[src/rtl/tccp_pkg.sv]
// constants shared by the timer capture/compare pair
package tccp_pkg;
    // register byte offsets
    localparam logic [7:0]  ADDR_FIRST         = 8'h00;
    localparam logic [7:0]  ADDR_SECOND        = 8'h04;
    localparam logic [7:0]  ADDR_COUNT         = 8'h08;
    localparam logic [7:0]  ADDR_CAPCMP        = 8'h0C;
    localparam logic [7:0]  ADDR_MODE          = 8'h10;
    localparam logic [7:0]  ADDR_PRESC         = 8'h14;
    localparam logic [7:0]  ADDR_OUTCTL        = 8'h18;
    // capcmp_control fields
    localparam int          CC_FIRST_MODE_BIT  = 0;
    localparam int          CC_TRIG_SRC_BIT    = 1;
    localparam int          CC_SECOND_MODE_BIT = 2;
    // timer_mode_control fields
    localparam int          TMC_OVF_BIT        = 0;
    localparam int          TMC_EDGE_REV_BIT   = 1;
    localparam int          TMC_MODE_LSB       = 2;
    // prescaler_mode fields
    localparam int          PRM_CLK_LSB        = 0;
    localparam int          PRM_PRI_LSB        = 4;
    localparam int          PRM_SEC_LSB        = 6;
    // output control fields
    localparam int          OUT_EN_BIT         = 0;
    localparam int          OUT_LVL_BIT        = 1;
    // reset values and counter wrap value
    localparam logic [15:0] CC_RST             = 16'h0000;
    localparam logic [15:0] COUNT_MAX          = 16'hFFFF;
    localparam logic [2:0]  CAPCMP_RST         = 3'h0;
    localparam logic [1:0]  MODE_FIELD_RST     = 2'h0;
    localparam logic [3:0]  EDGE_FIELDS_RST    = 4'h0;
    localparam logic [1:0]  CLK_SEL_RST        = 2'h0;
    // counting modes
    localparam logic [1:0]  MODE_STOP          = 2'h0;
    localparam logic [1:0]  MODE_FREE          = 2'h1;
    localparam logic [1:0]  MODE_CLR_EDGE      = 2'h2;
    localparam logic [1:0]  MODE_CLR_MATCH     = 2'h3;
    // edge codes
    localparam logic [1:0]  EDGE_FALL          = 2'h0;
    localparam logic [1:0]  EDGE_RISE          = 2'h1;
    localparam logic [1:0]  EDGE_BOTH          = 2'h3;
    // count clock selects and prescaler masks
    localparam logic [1:0]  CLK_DIRECT         = 2'h0;
    localparam logic [1:0]  CLK_DIV_FAST       = 2'h1;
    localparam logic [1:0]  CLK_DIV_SLOW       = 2'h2;
    localparam logic [1:0]  CLK_PRI_EDGE       = 2'h3;
    localparam logic [7:0]  DIV_FAST_MASK      = 8'h03;
    localparam logic [7:0]  DIV_SLOW_MASK      = 8'hFF;
endpackage : tccp_pkg

[src/rtl/tccp_top.sv]
// timer counter with two capture/compare registers behind an apb slave
//
// What this block does
// capture source: primary pin if select set
// primary source captures opposite of valid edge
// secondary source captures on its coded edge
// software never writes edge code 10
// clear-on-match mode needs nonzero first register
// first zero: match at 0 to 1
// second zero: match at 0 to 1
// read/capture clash: stored capture stays correct
// shared pin: output or secondary input
// first register not rewritten while counting
// control bit 2 selects second capture
// second compares count, match raises irq
// second register resets to zero
// second captures on coded primary edge
// second capture ignores trigger source select
// first above zero, second any value
// pulse mode: second below first
// one-shot: two registers differ
// zero register: no match right after start
// opposite-phase capture: secondary edge interrupts only
// square/event modes: leave second unused
// first compare mode matches, ignores triggers
// counter steps on each count clock
// overflow flag set on wrap
// capture copies count in detect cycle
//
// The APB register port and the placing of the registers are this design's own decisions.
`timescale 1ns/100ps
`default_nettype none
module tccp_top (
    // clock and reset
    input  wire logic        clk,
    input  wire logic        nrst,
    // apb slave
    input  wire logic        psel,
    input  wire logic        penable,
    input  wire logic        pwrite,
    input  wire logic [7:0]  paddr,
    input  wire logic [31:0] pwdata,
    output logic      [31:0] prdata,
    output logic             pready,
    output logic             pslverr,
    // edge pins and shared output pin
    input  wire logic        primary_edge_input,
    input  wire logic        secondary_edge_input,
    output logic             timer_output_pin,
    output logic             timer_output_oe_n,
    // match events
    output logic             first_match_irq,
    output logic             second_match_irq
);
    ////////////////////////////////////////////////////////////////////////////
    logic [15:0] first_ff,   nxt_first;
    logic [15:0] second_ff,  nxt_second;
    logic [15:0] count_ff,   nxt_count;
    logic [2:0]  capcmp_ff,  nxt_capcmp;
    logic [1:0]  mode_ff,    nxt_mode;
    logic        rev_ff,     nxt_rev;
    logic        ovf_ff,     nxt_ovf;
    logic [3:0]  edges_ff,   nxt_edges;
    logic [1:0]  clksel_ff,  nxt_clksel;
    logic        oe_ff,      nxt_oe;
    logic        tout_ff,    nxt_tout;
    logic        armed_ff,   nxt_armed;
    logic [7:0]  presc_ff,   nxt_presc;
    logic        irq1_ff,    nxt_irq1;
    logic        irq2_ff,    nxt_irq2;
    logic [31:0] prdata_ff,  nxt_prdata;
    logic        pready_ff,  nxt_pready;
    logic        pslverr_ff, nxt_pslverr;
    logic [1:0]  sync1_ff;
    logic [1:0]  sync2_ff;
    logic [1:0]  sync3_ff;

    logic        wr_en;
    logic        running;
    logic        tick;
    logic        pri_rise, pri_fall, sec_rise, sec_fall;
    logic        pri_valid, pri_opp, sec_valid;
    logic        clr_edge, clr_match, wrap, step01;
    logic        hit1, hit2, cap1, cap2;
    logic [15:0] incr;
    logic [1:0]  pri_code, sec_code;

    function automatic logic edge_hit(input logic [1:0] code, input logic rise,
                                      input logic fall);
        case (code)
            tccp_pkg::EDGE_FALL: edge_hit = fall;
            tccp_pkg::EDGE_RISE: edge_hit = rise;
            tccp_pkg::EDGE_BOTH: edge_hit = rise | fall;
            default:             edge_hit = 1'b0;
        endcase
    endfunction : edge_hit

    ////////////////////////////////////////////////////////////////////////////
    // pin synchronisers; bit 0 primary, bit 1 secondary
    always_ff @(posedge clk or negedge nrst) begin
        if (!nrst) begin
            sync1_ff <= 2'h0;
            sync2_ff <= 2'h0;
            sync3_ff <= 2'h0;
        end else begin
            sync1_ff <= {secondary_edge_input, primary_edge_input};
            sync2_ff <= sync1_ff;
            sync3_ff <= sync2_ff;
        end
    end

    ////////////////////////////////////////////////////////////////////////////
    // event decode
    always_comb begin
        pri_code  = edges_ff[1:0];
        sec_code  = edges_ff[3:2];
        pri_rise  = sync2_ff[0] & ~sync3_ff[0];
        pri_fall  = ~sync2_ff[0] & sync3_ff[0];
        sec_rise  = sync2_ff[1] & ~sync3_ff[1];
        sec_fall  = ~sync2_ff[1] & sync3_ff[1];
        pri_valid = edge_hit(pri_code, pri_rise, pri_fall);
        pri_opp   = edge_hit(pri_code, pri_fall, pri_rise) & (pri_code != tccp_pkg::EDGE_BOTH);
        sec_valid = ~oe_ff & edge_hit(sec_code, sec_rise, sec_fall);
        running   = mode_ff != tccp_pkg::MODE_STOP;
        case (clksel_ff)
            tccp_pkg::CLK_DIRECT:   tick = running;
            tccp_pkg::CLK_DIV_FAST: tick = running & ((presc_ff & tccp_pkg::DIV_FAST_MASK) == tccp_pkg::DIV_FAST_MASK);
            tccp_pkg::CLK_DIV_SLOW: tick = running & (presc_ff == tccp_pkg::DIV_SLOW_MASK);
            default:                tick = running & pri_valid;
        endcase
        incr      = 16'(count_ff + 16'h0001);
        clr_edge  = (mode_ff == tccp_pkg::MODE_CLR_EDGE) & pri_valid;
        clr_match = (mode_ff == tccp_pkg::MODE_CLR_MATCH) & tick & (count_ff == first_ff);
        wrap      = tick & ~clr_edge & ~clr_match & (count_ff == tccp_pkg::COUNT_MAX);
        step01    = tick & ~clr_edge & ~clr_match & armed_ff & (count_ff == 16'h0000);
        hit1      = running & ~capcmp_ff[tccp_pkg::CC_FIRST_MODE_BIT] &
                    ((first_ff == 16'h0000) ? step01 : (tick & ~clr_edge & ~clr_match & (incr == first_ff)));
        hit2      = running & ~capcmp_ff[tccp_pkg::CC_SECOND_MODE_BIT] &
                    ((second_ff == 16'h0000) ? step01 : (tick & ~clr_edge & ~clr_match & (incr == second_ff)));
        cap1      = capcmp_ff[tccp_pkg::CC_FIRST_MODE_BIT] &
                    (capcmp_ff[tccp_pkg::CC_TRIG_SRC_BIT] ? pri_opp : sec_valid);
        cap2      = capcmp_ff[tccp_pkg::CC_SECOND_MODE_BIT] & pri_valid;
    end

    ////////////////////////////////////////////////////////////////////////////
    // counter, captures, registers
    always_comb begin
        wr_en      = psel & penable & pready_ff & pwrite;
        nxt_presc  = running ? 8'(presc_ff + 8'h01) : 8'h00;
        nxt_count  = count_ff;
        if (!running || clr_edge || clr_match)
            nxt_count = 16'h0000;
        else if (tick)
            nxt_count = incr;
        nxt_armed  = running & (armed_ff | clr_edge | clr_match | wrap);
        nxt_first  = first_ff;
        nxt_second = second_ff;
        nxt_capcmp = capcmp_ff;
        nxt_mode   = mode_ff;
        nxt_rev    = rev_ff;
        nxt_ovf    = running ? ovf_ff : 1'b0;
        nxt_edges  = edges_ff;
        nxt_clksel = clksel_ff;
        nxt_oe     = oe_ff;
        if (wr_en) begin
            case (paddr)
                tccp_pkg::ADDR_FIRST:  nxt_first  = pwdata[15:0];
                tccp_pkg::ADDR_SECOND: nxt_second = pwdata[15:0];
                tccp_pkg::ADDR_CAPCMP: nxt_capcmp = pwdata[2:0];
                tccp_pkg::ADDR_MODE: begin
                    nxt_mode = pwdata[tccp_pkg::TMC_MODE_LSB +: 2];
                    nxt_rev  = pwdata[tccp_pkg::TMC_EDGE_REV_BIT];
                    nxt_ovf  = pwdata[tccp_pkg::TMC_OVF_BIT];
                end
                tccp_pkg::ADDR_PRESC: begin
                    nxt_clksel = pwdata[tccp_pkg::PRM_CLK_LSB +: 2];
                    nxt_edges  = {pwdata[tccp_pkg::PRM_SEC_LSB +: 2], pwdata[tccp_pkg::PRM_PRI_LSB +: 2]};
                end
                tccp_pkg::ADDR_OUTCTL: nxt_oe = pwdata[tccp_pkg::OUT_EN_BIT];
                default: ;
            endcase
        end
        // hardware events win over a software write in the same cycle
        if (wrap)
            nxt_ovf = 1'b1;
        if (cap1)
            nxt_first = count_ff;
        if (cap2)
            nxt_second = count_ff;
        nxt_irq1 = hit1 | (cap1 & ~capcmp_ff[tccp_pkg::CC_TRIG_SRC_BIT]) |
                   (capcmp_ff[tccp_pkg::CC_FIRST_MODE_BIT] & capcmp_ff[tccp_pkg::CC_TRIG_SRC_BIT] & sec_valid);
        nxt_irq2 = hit2 | cap2;
        nxt_tout = tout_ff ^ (hit1 | hit2 | (rev_ff & running & pri_valid));
    end

    ////////////////////////////////////////////////////////////////////////////
    // apb answer: access phase always one cycle
    always_comb begin
        nxt_pready  = psel & ~penable;
        nxt_pslverr = 1'b0;
        nxt_prdata  = 32'h0000_0000;
        if (psel && !penable) begin
            case (paddr)
                tccp_pkg::ADDR_FIRST:  nxt_prdata[15:0] = first_ff;
                tccp_pkg::ADDR_SECOND: nxt_prdata[15:0] = second_ff;
                tccp_pkg::ADDR_COUNT:  nxt_prdata[15:0] = count_ff;
                tccp_pkg::ADDR_CAPCMP: nxt_prdata[2:0]  = capcmp_ff;
                tccp_pkg::ADDR_MODE:   nxt_prdata[3:0]  = {mode_ff, rev_ff, ovf_ff};
                tccp_pkg::ADDR_PRESC:  nxt_prdata[7:0]  = {edges_ff[3:2], edges_ff[1:0], 2'h0, clksel_ff};
                tccp_pkg::ADDR_OUTCTL: nxt_prdata[1:0]  = {tout_ff, oe_ff};
                default:               nxt_pslverr      = 1'b1;
            endcase
        end
    end

    always_ff @(posedge clk or negedge nrst) begin
        if (!nrst) begin
            first_ff   <= tccp_pkg::CC_RST;
            second_ff  <= tccp_pkg::CC_RST;
            count_ff   <= tccp_pkg::CC_RST;
            capcmp_ff  <= tccp_pkg::CAPCMP_RST;
            mode_ff    <= tccp_pkg::MODE_FIELD_RST;
            rev_ff     <= 1'b0;
            ovf_ff     <= 1'b0;
            edges_ff   <= tccp_pkg::EDGE_FIELDS_RST;
            clksel_ff  <= tccp_pkg::CLK_SEL_RST;
            oe_ff      <= 1'b0;
            tout_ff    <= 1'b0;
            armed_ff   <= 1'b0;
            presc_ff   <= 8'h00;
            irq1_ff    <= 1'b0;
            irq2_ff    <= 1'b0;
            prdata_ff  <= 32'h0000_0000;
            pready_ff  <= 1'b0;
            pslverr_ff <= 1'b0;
        end else begin
            first_ff   <= nxt_first;
            second_ff  <= nxt_second;
            count_ff   <= nxt_count;
            capcmp_ff  <= nxt_capcmp;
            mode_ff    <= nxt_mode;
            rev_ff     <= nxt_rev;
            ovf_ff     <= nxt_ovf;
            edges_ff   <= nxt_edges;
            clksel_ff  <= nxt_clksel;
            oe_ff      <= nxt_oe;
            tout_ff    <= nxt_tout;
            armed_ff   <= nxt_armed;
            presc_ff   <= nxt_presc;
            irq1_ff    <= nxt_irq1;
            irq2_ff    <= nxt_irq2;
            prdata_ff  <= nxt_prdata;
            pready_ff  <= nxt_pready;
            pslverr_ff <= nxt_pslverr;
        end
    end

    assign prdata            = prdata_ff;
    assign pready            = pready_ff;
    assign pslverr           = pslverr_ff;
    assign timer_output_pin  = tout_ff;
    assign timer_output_oe_n = ~oe_ff;
    assign first_match_irq   = irq1_ff;
    assign second_match_irq  = irq2_ff;
endmodule : tccp_top
`default_nettype wire

[config.mk]
export PLATFORM = sky130hd
export DESIGN_NAME = tccp_top
export DESIGN_NICKNAME = d
export VERILOG_FILES = /design/src/rtl/tccp_pkg.sv /design/src/rtl/tccp_top.sv
export SDC_FILE = /design/constraint.sdc
export NUM_CORES = 1
export LEC_CHECK = 0
export BUFFER_PORTS_ARGS = -buffer_cell sky130_fd_sc_hd__clkbuf_2
export CORE_MARGIN = 10
export CORE_UTILIZATION = 58
export CTS_BUF_LIST = sky130_fd_sc_hd__clkbuf_16
export DETAILED_ROUTE_END_ITERATION = 6
export GPL_ROUTABILITY_DRIVEN = 0
export PLACE_DENSITY = 0.81
export SLEW_MARGIN = 10
export SYNTH_ARGS = -nofsm -noshare
export SYNTH_HDL_FRONTEND = slang
export SYNTH_SLANG_ARGS = --single-unit
[constraint.sdc]
create_clock -name clk -period 3 [get_ports clk]
set_input_delay 0.3 -clock clk [delete_from_list [all_inputs] [get_ports clk]]
set_output_delay 0.3 -clock clk [all_outputs]
set_load 0.01 [all_outputs]
Word level (Yosys, flattened, before mapping):

Index checks and enable logic that the tools add are counted.
Widths: inputs -> output; s select.

* add/subtract/negate cells: 2
* multiply operators: 0
* divide/modulo/power cells: 0
* magnitude comparators: 0
* eq/ne operators: 21
* shift operators: 0
* muxes and demuxes: 28
* bitwise gates (word level): 57
* reductions and logical operators: 25

Operator list (count)
* $mux 16: 9
* $eq 16x16->1: 3
* $logic_not 16->1: 3
* $and 1x1->1: 35
* $eq 8x5->1 const B: 3
* $pmux 8 s3: 1
* $add 16x1->16 const B: 1
* $eq 16x16->1 const B: 1
* $eq 8x4->1 const B: 2
* $pmux 4 s4: 1
* $pmux 2 s7: 1
* $eq 2x2->1 const B: 6
* $pmux 1 s3: 4
* $reduce_and 2->1: 6
* $reduce_bool 2->1: 6
* $not 1->1: 11
* $or 1x1->1: 10
* $mux 1: 9
* $add 8x1->8 const B: 1
* $eq 8x3->1 const B: 1
* $eq 8x8->1 const B: 1
* $logic_not 8->1: 1
* $mux 8: 1
* $reduce_or 7->1: 1
* 9 further kinds: 15

* register bits after elaboration: 98
* latch bits: 0
* bits in writable memories: 0
* memory bits (read-only): 0
* input port bits: 47
* output and inout bits: 38
* logic and storage cells: 154
* memories: 0

Depth between registers and ports, before layout:

* depth after elaboration: 17
* depth in mapped cells: 11
* mapped depth without buffers: 10

Least setup slack after synthesis:

Ideal clock, no wire load.

* path type: reg-to-reg
* start point: register count_ff[0]
* end point: register tout_ff, in the netlist timer_output_pin
* library setup time: 0.125 ns
* arrival: 2.184 ns
* required time: 2.875 ns
* slack: 0.690 ns
* stages on the path, launching flop included: 11
* path buffers: 1
* clock period less this slack: 2.310 ns
* path through: dfrtp_1 -> ha_1 -> buf_2 -> nand3_2 -> nor4_2 -> xnor2_1 -> nor2_1 -> a211o_1 -> o32ai_2 -> a21oi_1 -> xnor2_1

* cells in the longest elaborated chain, start to end: 11
* elaborated cells between the ends (all ways): 19
* those cells by class: add/sub (1); eq/ne (3); mux (2); bitwise (12); reduce/logical (1)

RTL lines
* start: declaration: RTL line tccp_top.sv:58 `logic [15:0] count_ff, nxt_count;`
* start signal: assignment: RTL line tccp_top.sv:220 `count_ff <= tccp_pkg::CC_RST;`
* start signal: assignment: RTL line tccp_top.sv:239 `count_ff <= nxt_count;`
* parallel branches: the longest is 8 deep, another holds $add 16x1->16
* $or 1x1->1 * (2 in a row): RTL line tccp_top.sv:193 `nxt_tout = tout_ff ^ (hit1 | hit2 | (rev_ff & running & pri_valid));`
* $xor 1x1->1 *: RTL line tccp_top.sv:193
* named net nxt_tout: RTL line tccp_top.sv:66 `logic tout_ff, nxt_tout;`
* end signal: assignment: RTL line tccp_top.sv:247 `tout_ff <= nxt_tout;`
* end: declaration: RTL line tccp_top.sv:66

Mark *: on every way through the listed nets, which the timed path passes.
A chain may end at the register's enable or synchronous reset.

Final worst setup path:

Ends and elaborated chain as after synthesis.

==> key figures <==
Timing
  – Final setup margin: 0.235 ns
  – Fmax: between 300 and 400 MHz
  – RSZ-0062 raised after global routing: no
  – Final Critical Period: 2.76 ns
  – Worst Tran Pin Value: 0.910 ns
  – Fin Clk Skew: ~0.0073 ns
  – Normalized max-slew margin: 0.388
  – Setup-failing EPs final: 0
  – Fin. max-slew vios: 0
  – Hold WS: approximately 0.057 ns
  – Final period utilization: 0.922
  – Hold Fails Final Rpt: 0
  – Setup TNS Final: 0 ns

Clocking
  – Postcts setup bufs: 0
  – H-tree levels: 3
  – CTS tree: done
  – Clock Sinks: slightly below 100
  – Post-CTS Hold Buffers: 0
  – CTS resizes: 0
  – Clock latency on the worst-skew pair: 0.35 ns
  – Root buf cell: clkbuf_16
  – Max Root-Sink Buffers: 2
  – CTS Buf Count: 9
  – CTS clk-pin slew, worst paths: ~0.07 ns

Floorplan
  – Initial core utilization: 0.590
  – Die W: 122 um
  – IO Pins: 85
  – DIE HEIGHT: 122 um
  – # rows: 37
  – Die area: between 0.01 and 0.015 mm2
  – Core Region: approximately 0.01 mm2

GRT
  – Initial antenna violation count: 0
  – Number of global-route vias before repair: approximately 5500
  – Total track usage: 0.233
  – Total grt overflow: 0
  – First-pass GRT wire length: about 28 mm
  – Largest net degree at the start of global routing: 72

Finish
  – Most common cell after layout, fill and taps aside: dfrtp_1
  – Commonest non-fill, non-tap cells in the layout: dfrtp_1, nor2_1, clkbuf_2, a21oi_1, nand2_1
  – NumNets Final: roughly 760
  – # diodes: 0
  – Area delta synth->final: 12.3%
  – Final core utilization: 0.662
  – Layout cells sized above 1: 0.178
  – Design area: 0.00678 mm2

Drt
  – Vias per Instance: between 6 and 7
  – Routed Wire Length: 17.0 mm
  – WL/cell: a little over 20 um
  – First DRT Iteration DRCs: approximately 700
  – Drt pass-1 iters: 7
  – Post-route ant nets: 0
  – Drt drc: 6
  – Via count: approximately 5400

Placement
  – Area after DPL: approximately 0.0064 mm2
  – DP Worst Slack: between 0.3 and 0.4 ns
  – DP HPWL: between 10 and 15 mm
  – IO Port Bufs: 52

Synth
  – YS warnings: 0
  – Cell count after synthesis: 651
  – Share of synthesized registers carrying an async set or reset: 1.00
  – Sequential fraction of the synthesis area: 0.406
  – Seq cells post-synth: 98
  – Post-synth top flop: dfrtp_1
  – Syn_area_per_cell: between 9 and 10 um2
  – Synthesized area: 0.00603 mm2
  – EDFF count, synth: 0
  – Synth cell types: approximately 60

Job
  – Max cap viols: 0

Power
  – Leakage: ~3.1 nW
  – Pwr Density: between 400 and 500 mW/mm2
  – Worst vdd ir: slightly above 0.3 mV

Worst setup path
  – CP Capture Type: register
  – Worst R2R Path Depth: 10
  – Max FO, Critical Path: 12
  – Critical path required time: 3.23 ns
  – Crit path DAT: around 3 ns
  – Crit path launch type: register
  – Crit Path Class: register to register

Worst hold path
  – Hold depth: 1
  – HP Class: input port to register

Status
  – Failing checks: design-rule violations
  – Outcome: finished with violations
## stage by stage
stage          instances  power [W]
6_report             842    0.00299
5_1_grt              842    0.00309
4_1_cts              842    0.00300
3_5_place_dp         826    0.00168
3_3_place_gp         826    0.00167
2_1_floorplan        666    0.00159
## metal layers
| metal | GRT usage | vias to the layer above | wire [um] | part of all wire |
|---|---|---|---|---|
| met5 | 0 | - | 0 | 0 |
| met3 | 0.0458 | 64 | 1740 | 0.10 |
| met1 | 0.296 | 2622 | 6490 | 0.38 |
| met4 | 0.103 | 0 | 596 | 0.035 |
| li1 | - | 2400 | - | - |
| met2 | 0.377 | 345 | 8220 | 0.48 |
## final cells by class
class / count / area, um2
timing repair buffer: 83 / 495
tap: 136 / 170
clock buffer: 9 / 225
inverter: 18 / 67.6
multi-input combinational: 491 / 3250
clock inverter: 7 / 118
fill: 791 / 3460
sequential: 98 / 2450
## worst paths after layout
kind                                 startpoint          endpoint  slack (ns)
setup reg to reg                    count_ff[0]  timer_output_pin        0.24
min in group asynchronous                  nrst       presc_ff[3]        0.09
hold reg to reg                     sync1_ff[0]       sync2_ff[0]        0.36
max in group asynchronous                  nrst   first_match_irq        2.14
setup / recovery                    count_ff[0]  timer_output_pin        0.24
hold / removal             secondary_edge_input       sync1_ff[1]        0.06
## critical path, cell delays in order (launching register included)
cell,delay (ns)
dfrtp_1,0.36
ha_1,0.34
nand3_2,0.14
buf_4,0.22
nor3_1,0.37
nand3_1,0.27
xnor2_1,0.29
nor4b_1,0.30
a22o_1,0.18
a21oi_1,0.05
xnor2_1,0.14
## synthesized netlist by cell type (2+ instances only)
cell / number / area share
a211oi_1: 3 / 0.0037
a21oi_1: 48 / 0.040
a222oi_1: 18 / 0.030
a31oi_1: 6 / 0.0062
and3_1: 6 / 0.0062
and4_1: 5 / 0.0073
buf_1: 2 / 0.0012
buf_2: 12 / 0.010
buf_4: 21 / 0.026
clkbuf_1: 23 / 0.014
dfrtp_1: 98 / 0.41
ha_1: 10 / 0.021
inv_1: 18 / 0.011
mux2_2: 12 / 0.022
mux2i_1: 34 / 0.056
nand2_1: 39 / 0.024
nand2_2: 2 / 0.0021
nand2b_1: 11 / 0.011
nand3_1: 13 / 0.011
nand4_1: 10 / 0.010
nor2_1: 81 / 0.050
nor2b_1: 7 / 0.0073
nor3_1: 11 / 0.0091
nor3b_1: 2 / 0.0025
nor4_1: 14 / 0.015
nor4_2: 5 / 0.010
nor4b_1: 4 / 0.0058
o21ai_0: 35 / 0.029
o31ai_1: 6 / 0.0075
o41ai_1: 6 / 0.0087
or3_1: 6 / 0.0062
xnor2_1: 28 / 0.041
xor2_1: 29 / 0.042
## power breakdown
group          leakage (nW)  internal (W)  switching (W)  total, W
clock                 0.163      0.000815       0.000514   0.00133
sequential             1.23       0.00136      0.0000687   0.00143
combinational          1.75     0.0000961       0.000140  0.000236
## cell families after synthesis
logic type | after synthesis | share of synthesized area
xor gates and xnor gates | 58 | 0.0865
muxes | 46 | 0.0788
and+or+nand+nor | 225 | 0.194
buffers and inverters | 77 | 0.0647
adders and majority gates | 10 | 0.0207
AOI/OAI and AO/OA | 136 | 0.148
DFF | 98 | 0.406
other | 1 | 0.000622
## registers in the layout, indices dropped and copies added (netlist names)
signal,count
pready,1
clksel_ff,2
oe_ff,1
ovf_ff,1
pslverr,1
sync1_ff,2
edges_ff,4
first_match_irq,1
second_match_irq,1
prdata,16
count_ff,16
timer_output_pin,1
second_ff,16
rev_ff,1
mode_ff,2
armed_ff,1
capcmp_ff,3
first_ff,16
sync2_ff,2
presc_ff,8
sync3_ff,2
(Power assumes the default switching activity.)
